--- config.mk ---
export PLATFORM = sky130hd
export DESIGN_NAME = cwf_filter_config
export DESIGN_NICKNAME = d
export VERILOG_FILES = /design/src/include/cwf_pkg.sv /design/src/cwf_filter_config.sv
export SDC_FILE = /design/constraint.sdc
export NUM_CORES = 1
export LEC_CHECK = 0
export BUFFER_PORTS_ARGS = -buffer_cell sky130_fd_sc_hd__buf_2
export CORE_ASPECT_RATIO = 1.5
export CORE_UTILIZATION = 45
export DETAILED_ROUTE_END_ITERATION = 10
export PLACE_DENSITY_LB_ADDON = 0.2
export SYNTH_ARGS = -nofsm -noshare
export SYNTH_HDL_FRONTEND = slang
export SYNTH_SLANG_ARGS = --single-unit
--- constraint.sdc ---
create_clock -name core_clk_i -period 2.25 [get_ports core_clk_i]
set_clock_uncertainty 0.2 [all_clocks]
set_input_delay 0.45 -clock core_clk_i [delete_from_list [all_inputs] [get_ports core_clk_i]]
set_output_delay 0.45 -clock core_clk_i [all_outputs]
set_load 0.005 [all_outputs]
--- src/include/cwf_pkg.sv ---
// Package for the CAN wake-frame filter configuration store
`default_nettype none
package cwf_pkg;
    // Register byte offsets on the register port
    localparam logic [6:0] OFS_CONFIG_VALID         = 7'h20;
    localparam logic [6:0] OFS_WAKE_ID_BITS_20_13   = 7'h24;
    localparam logic [6:0] OFS_WAKE_ID_BITS_12_5    = 7'h25;
    localparam logic [6:0] OFS_WAKE_ID_LOW_TYPE     = 7'h26;
    localparam logic [6:0] OFS_ID_COMPARE_28_21     = 7'h27;
    localparam logic [6:0] OFS_ID_COMPARE_20_13     = 7'h28;
    localparam logic [6:0] OFS_ID_COMPARE_12_5      = 7'h29;
    localparam logic [6:0] OFS_ID_COMPARE_4_0       = 7'h2A;
    localparam logic [6:0] OFS_PAYLOAD_LENGTH       = 7'h2B;
    localparam logic [6:0] OFS_PAYLOAD_BYTE_SEVEN   = 7'h2C;
    localparam logic [6:0] OFS_PAYLOAD_BYTE_SIX     = 7'h2D;

    // Filter bytes sit in a flop array, index = offset - first filter offset
    localparam int unsigned NUM_FILT = 10;
    localparam logic [3:0] IDX_ID_20_13  = 4'h0;
    localparam logic [3:0] IDX_ID_12_5   = 4'h1;
    localparam logic [3:0] IDX_ID_LOW    = 4'h2;
    localparam logic [3:0] IDX_CMP_28_21 = 4'h3;
    localparam logic [3:0] IDX_CMP_20_13 = 4'h4;
    localparam logic [3:0] IDX_CMP_12_5  = 4'h5;
    localparam logic [3:0] IDX_CMP_4_0   = 4'h6;
    localparam logic [3:0] IDX_LENGTH    = 4'h7;
    localparam logic [3:0] IDX_BYTE7     = 4'h8;
    localparam logic [3:0] IDX_BYTE6     = 4'h9;

    // Writable bits per filter byte; reserved bits are never stored
    localparam logic [NUM_FILT-1:0][7:0] WRITE_MASK = {
        8'hFF, 8'hFF, 8'h0F, 8'h7C, 8'hFF, 8'hFF, 8'hFF, 8'h7F, 8'hFF, 8'hFF};
    localparam logic [7:0] FILT_RESET = 8'h00;

    // Field positions inside the lowest identifier byte and the config valid register
    localparam int unsigned LOW_ID_HI  = 6;
    localparam int unsigned LOW_ID_LO  = 2;
    localparam int unsigned LOW_RTR    = 1;
    localparam int unsigned LOW_IDE    = 0;
    localparam int unsigned CFG_VALID_BIT = 0;

    // Standard identifiers occupy identifier bits 28 down to 18
    localparam logic [28:0] STD_ID_SPAN = 29'h1FFC0000;
    localparam logic [3:0]  MAX_PAYLOAD = 4'h8;

    typedef struct packed {
        logic            valid;
        logic [28:0]     ident;
        logic            rtr;
        logic            ide;
        logic [3:0]      dlc;
        logic [7:0][7:0] data;
    } cwf_frame_t;

    typedef struct packed {
        logic [6:0] addr;
        logic [7:0] wdata;
        logic       wr;
        logic       rd;
    } cwf_reg_req_t;

    typedef struct packed {
        logic [NUM_FILT-1:0][7:0] filt_q;
        logic                     cfg_valid_q;
        logic [7:0]               rd_data_q;
        logic                     match_q;
    } cwf_state_t;
endpackage
`default_nettype wire

--- src/cwf_filter_config.sv ---
// Wake-frame filter configuration store with frame comparator
//
// Functional notes
// Identifier bits 20..13 in one RW byte
// Identifier bits 12..5 in own RW byte
// Identifier bits 4..0 at positions 6..2
// Bit 1 selects data or remote frame
// Bit 0 selects standard or extended identifier
// Software keeps remote-request selection at zero
// Compare bit one compares, zero ignores
// Compare bytes mirror the identifier layout
// Reserved bits ignore writes, read zero
// Length code four bits in 3..0
// Length codes above seven mean eight
// Payload bytes seven and six own bytes
// Reset and soft reset clear registers; soft reset keeps the identifier bits 12..5 byte
// Restart keeps contents, length top zero
// Valid flag set by software, cleared by device
// Standard identifier taken from bits 28..18
// Match needs every configured field equal
`default_nettype none
module cwf_filter_config (
    input  wire logic                 core_clk_i,
    input  wire logic                 reset_i,
    input  wire logic                 soft_reset_i,
    input  wire logic                 restart_i,
    input  wire cwf_pkg::cwf_reg_req_t reg_req_i,
    input  wire logic [7:0]           ident_top_i,
    input  wire logic [5:0][7:0]      payload_low_i,
    input  wire cwf_pkg::cwf_frame_t  frame_i,
    output logic [7:0]                rd_data_o,
    output logic                      config_valid_flag_o,
    output logic                      wake_frame_match_o
);

    ////////////////////////////////////////////////////////////////////////////
    // Decode helpers

    function automatic logic filt_hit(input logic [6:0] addr);
        filt_hit = (addr >= cwf_pkg::OFS_WAKE_ID_BITS_20_13)
                && (addr <= cwf_pkg::OFS_PAYLOAD_BYTE_SIX);
    endfunction

    function automatic logic [3:0] filt_index(input logic [6:0] addr);
        logic [6:0] diff;
        diff = addr - cwf_pkg::OFS_WAKE_ID_BITS_20_13;
        filt_index = diff[3:0];
    endfunction

    // Codes above seven carry eight bytes
    function automatic logic [3:0] payload_len(input logic [3:0] dlc);
        payload_len = (dlc > 4'h7) ? cwf_pkg::MAX_PAYLOAD : dlc;
    endfunction

    ////////////////////////////////////////////////////////////////////////////
    // Configured frame fields

    cwf_pkg::cwf_state_t s_q;
    cwf_pkg::cwf_state_t s_d;

    logic [28:0]     cfg_ident;
    logic [28:0]     cfg_compare;
    logic [28:0]     cmp_enable;
    logic            cfg_rtr;
    logic            cfg_ide;
    logic [3:0]      cfg_len;
    logic [7:0][7:0] cfg_data;
    logic [7:0]      byte_ok;
    logic            ident_ok;
    logic            frame_ok;

    assign cfg_ident = {ident_top_i,
                        s_q.filt_q[cwf_pkg::IDX_ID_20_13],
                        s_q.filt_q[cwf_pkg::IDX_ID_12_5],
                        s_q.filt_q[cwf_pkg::IDX_ID_LOW][cwf_pkg::LOW_ID_HI:cwf_pkg::LOW_ID_LO]};
    assign cfg_compare = {s_q.filt_q[cwf_pkg::IDX_CMP_28_21],
                          s_q.filt_q[cwf_pkg::IDX_CMP_20_13],
                          s_q.filt_q[cwf_pkg::IDX_CMP_12_5],
                          s_q.filt_q[cwf_pkg::IDX_CMP_4_0][cwf_pkg::LOW_ID_HI:cwf_pkg::LOW_ID_LO]};
    assign cfg_rtr = s_q.filt_q[cwf_pkg::IDX_ID_LOW][cwf_pkg::LOW_RTR];
    assign cfg_ide = s_q.filt_q[cwf_pkg::IDX_ID_LOW][cwf_pkg::LOW_IDE];
    assign cfg_len = payload_len(s_q.filt_q[cwf_pkg::IDX_LENGTH][3:0]);
    assign cfg_data = {s_q.filt_q[cwf_pkg::IDX_BYTE7],
                       s_q.filt_q[cwf_pkg::IDX_BYTE6],
                       payload_low_i};

    // Standard frames only carry the top eleven identifier bits
    assign cmp_enable = cfg_ide ? cfg_compare
                                : (cfg_compare & cwf_pkg::STD_ID_SPAN);
    assign ident_ok = ((frame_i.ident ^ cfg_ident) & cmp_enable) == 29'h00000000;

    // Bytes beyond the indicated length are don't care
    genvar gi;
    generate
        for (gi = 0; gi < 8; gi++)
        begin : g_byte
            assign byte_ok[gi] = (4'(gi) >= cfg_len)
                              || (frame_i.data[gi] == cfg_data[gi]);
        end
    endgenerate

    // A remote frame is compared as configured; software must not pick one
    assign frame_ok = ident_ok
                   && (frame_i.rtr == cfg_rtr)
                   && (frame_i.ide == cfg_ide)
                   && (payload_len(frame_i.dlc) == cfg_len)
                   && (&byte_ok);

    ////////////////////////////////////////////////////////////////////////////
    // Next state

    always_comb
    begin
        logic [3:0] idx;
        logic       wr_filt;
        idx = filt_index(reg_req_i.addr);
        wr_filt = reg_req_i.wr && filt_hit(reg_req_i.addr);
        s_d = s_q;
        s_d.match_q = frame_i.valid && s_q.cfg_valid_q && frame_ok;
        s_d.rd_data_q = 8'h00;

        // Masked store keeps reserved bits at zero
        if (wr_filt)
        begin
            s_d.filt_q[idx] = reg_req_i.wdata & cwf_pkg::WRITE_MASK[idx];
        end

        // Device drops the flag on wake or any filter change
        if (s_d.match_q || wr_filt)
        begin
            s_d.cfg_valid_q = 1'b0;
        end
        if (reg_req_i.wr && (reg_req_i.addr == cwf_pkg::OFS_CONFIG_VALID))
        begin
            s_d.cfg_valid_q = reg_req_i.wdata[cwf_pkg::CFG_VALID_BIT];
        end

        // Restart keeps configuration; length top nibble is never stored
        if (restart_i)
        begin
            s_d.filt_q[cwf_pkg::IDX_LENGTH][7:4] = 4'h0;
        end

        if (reg_req_i.rd)
        begin
            if (reg_req_i.addr == cwf_pkg::OFS_CONFIG_VALID)
            begin
                s_d.rd_data_q = {7'h00, s_q.cfg_valid_q};
            end
            else if (filt_hit(reg_req_i.addr))
            begin
                s_d.rd_data_q = s_q.filt_q[idx] & cwf_pkg::WRITE_MASK[idx];
            end
            else
            begin
                s_d.rd_data_q = 8'h00;
            end
        end

        // Soft reset spares the identifier bits 12..5 byte
        if (soft_reset_i)
        begin
            for (int i = 0; i < int'(cwf_pkg::NUM_FILT); i++)
            begin
                if (4'(i) != cwf_pkg::IDX_ID_12_5)
                begin
                    s_d.filt_q[i] = cwf_pkg::FILT_RESET;
                end
            end
            s_d.cfg_valid_q = 1'b0;
            s_d.match_q = 1'b0;
        end
    end

    ////////////////////////////////////////////////////////////////////////////
    // State register

    always_ff @(posedge core_clk_i)
    begin
        if (reset_i)
        begin
            s_q <= '0;
        end
        else
        begin
            s_q <= s_d;
        end
    end

    assign rd_data_o = s_q.rd_data_q;
    assign config_valid_flag_o = s_q.cfg_valid_q;
    assign wake_frame_match_o = s_q.match_q;

endmodule
`default_nettype wire

==> results.yml <==
status:
  status: "completed"
synth:
  syn_nets: 767
  async_flop_share: 0
  ys.flop_type: "dfxtp_1"
  synthCells: 586
  synth_top_area_share: 0.320
  synth.area.top_cells: "dfxtp_1 (32%), xor2_1 (14%), mux2i_1 (10%), mux4_2 (4.3%), a21oi_1 (4.1%)"
  syn-cell-area_mm2: 0.00520
  synth.most_common_cell: "dfxtp_1"
  synth_area_leader_cell: "dfxtp_1"
  seq_area_frac_synth: 0.320
  avgSynthCellArea_um2: 8.87
  synth-edff-count: 0
  yosysWarnings: 0
  ys_types: 50
  ys_seq_elements: 83
  netlist_top_cells_count: "dfxtp_1 (83), xor2_1 (81), nor2_1 (54)"
die:
  die_y_um: 134
  io_pins: 187
  coreArea_mm2: 0.0111
  die_width_um: 89.8
  start_util: 0.468
  die_area_mm2: 0.0120
  rows: 47
cells_and_area:
  stdcell_area_mm2: 0.00681
  final_util: 0.613
  antenna_cells: 0
  area_growth_syn_to_layout_pct: 31.0
  nets: 966
  drive_gt1_frac: 0.362
drt:
  ant_nets: 0
  wl_met1_mm: 6.20
  vias: 5198
  drc_errors: 0
  met3_length_mm: 1.44
  first_pass_iters: 5
  routed_wl_mm: 17.9
  drtIter0Drc: 307
  top_layer_used: "met4"
  route.met2.wl_mm: 9.47
  wl_per_cell_um: 19.1
  vias_per_cell: 5.55
place:
  place_area_mm2: 0.00647
  hpwl_mm: 13.9
  numPortBuffers: 185
  place_congestion: 0.981
setup_path:
  cp.required_ns: 2.28
  arrival_ns: 2.21
  path_max_fanout: 3
  cp-start-kind: "register"
  cp-end-kind: "register"
  r2r_cells: 7
  worst-setup-path-type: "reg -> reg"
cts:
  numCtsBuffers: 9
  clock-root-buffer: "clkbuf_16"
  clk_latency_ns: 0.35
  clk_transition_reported_paths_ns: 0.06
  htreeDepth: 3
  clock-sinks: 83
  cts_tree: "yes"
  clockBufferDepth: 2
hold_path:
  hp-class: "in -> reg"
  holdPathStages: 2
sta:
  rsz0062_at_grt: "true"
  report.final.slew_viol_count: 0
  fin_tns_setup_ns: 0
  tightestPinTransition_ns: 0.702
  setup_viol: 0
  relSlewSlack: 0.532
  hold_violations: 0
  period_needed_ns: 2.18
  post-route-period-util: 0.971
  fmax_mhz: 458
pwr:
  p_leak_nw: 3.19
  power_density_mw_per_mm2: 515
  ir_worst_vdd_v: 0.000393
  total_power_mw: 3.51
grt:
  grt_usage: 0.297
  overflow: 0
  grt_pass1_vias: 5182
  antenna_found_initial: 0
  grt_max_degree: 66
  grt_pass1_wl_mm: 27.2
job:
  cap_violations: 0
## kinds of logic (layout without fill, tap and decap cells)
kind of cell / Yosys count / count (layout) / synth area share
XOR/XNOR: 98 / 98 / 0.165
flip-flops: 83 / 83 / 0.320
buffers and inverters: 46 / 250 / 0.0489
multiplexers: 62 / 62 / 0.143
adder cells (fa/ha/maj): 4 / 4 / 0.00963
AO/OA/AOI/OAI: 85 / 85 / 0.102
AND/OR/NAND/NOR: 208 / 208 / 0.211
## worst paths after layout
path	from	to	slack, ns
worst max-delay path	s_q[69]$_SDFFE_PP0P_	config_valid_flag_o$_SDFFE_PP0P_	0.07
worst min-delay path	reg_req_i[0]	rd_data_o[0]$_SDFF_PP0_	0.19
worst max register to register	s_q[69]$_SDFFE_PP0P_	config_valid_flag_o$_SDFFE_PP0P_	0.07
worst min register to register	cfg_compare[5]$_SDFFE_PP0P_	cfg_compare[5]$_SDFFE_PP0P_	0.27
## sequential cells by signal, summed over array words and instances (netlist names)
register             cells
rd_data_o                8
cfg_compare             29
wake_frame_match_o       1
config_valid_flag_o      1
cfg_rtr                  1
cfg_ide                  1
cfg_ident               21
cfg_data                16
s_q                      5
## critical path: stages, from the launching register on
cell and delay, ns:
dfxtp_1 0.33, or2_2 0.31, o31ai_2 0.23, nand4_1 0.20
a211oi_2 0.24, nand4_1 0.19, nor4_4 0.27, o31ai_1 0.11
## placed cells by master, fill, tap and decap left out, drive strengths merged, types with 11 or more instances in the layout
cell,n
a21oi,43
a22oi,12
buf,232
dfxtp,83
mux2i,52
nand2,56
nand3,40
nand4,11
nor2,55
nor4,14
xnor2,17
xor2,81
## metrics by stage
stage	std cells	hold slack, ns	setup WS (ns)
2_1_floorplan	586	0.246	0.125
3_3_place_gp	920	0.261	-0.217
3_5_place_dp	920	0.268	-0.245
4_1_cts	936	0.185	0.0503
5_1_grt	937	0.187	-0.0522
6_report	937	0.189	0.0660
## cell type report
cell class	count	area, um^2
Timing Repair Buffer	232	1340
Sequential cell	83	1670
Fill cell	1004	4300
Tap cell	147	184
Inverter	2	7.51
Clock buffer	10	229
Multi-Input combinational cell	457	3320
Clock inverter	6	65.1
## report_power, final
part | total (mW) | switching [mW] | internal, mW
sequential | 1.47 | 0.00104 | 1.47
combinational | 0.557 | 0.293 | 0.264
clock | 1.48 | 0.621 | 0.862
## layer usage
metal / vias up / global-route usage
met2: 303 / 0.569
met3: 51 / 0.0554
li1: 2450 / -
met4: 0 / 0.170
met5: - / 0
met1: 2394 / 0.295
## what timing repair did
item | 4_1_cts | 5_1_grt
gates resized for setup | 1 | 9
endpoints found under the setup margin | 2 | 2
pin swaps | 0 | 11
hold buffers | 0 | 0
buffers inserted | 0 | 1
No activity file was read; power rests on OpenSTA's default activity.
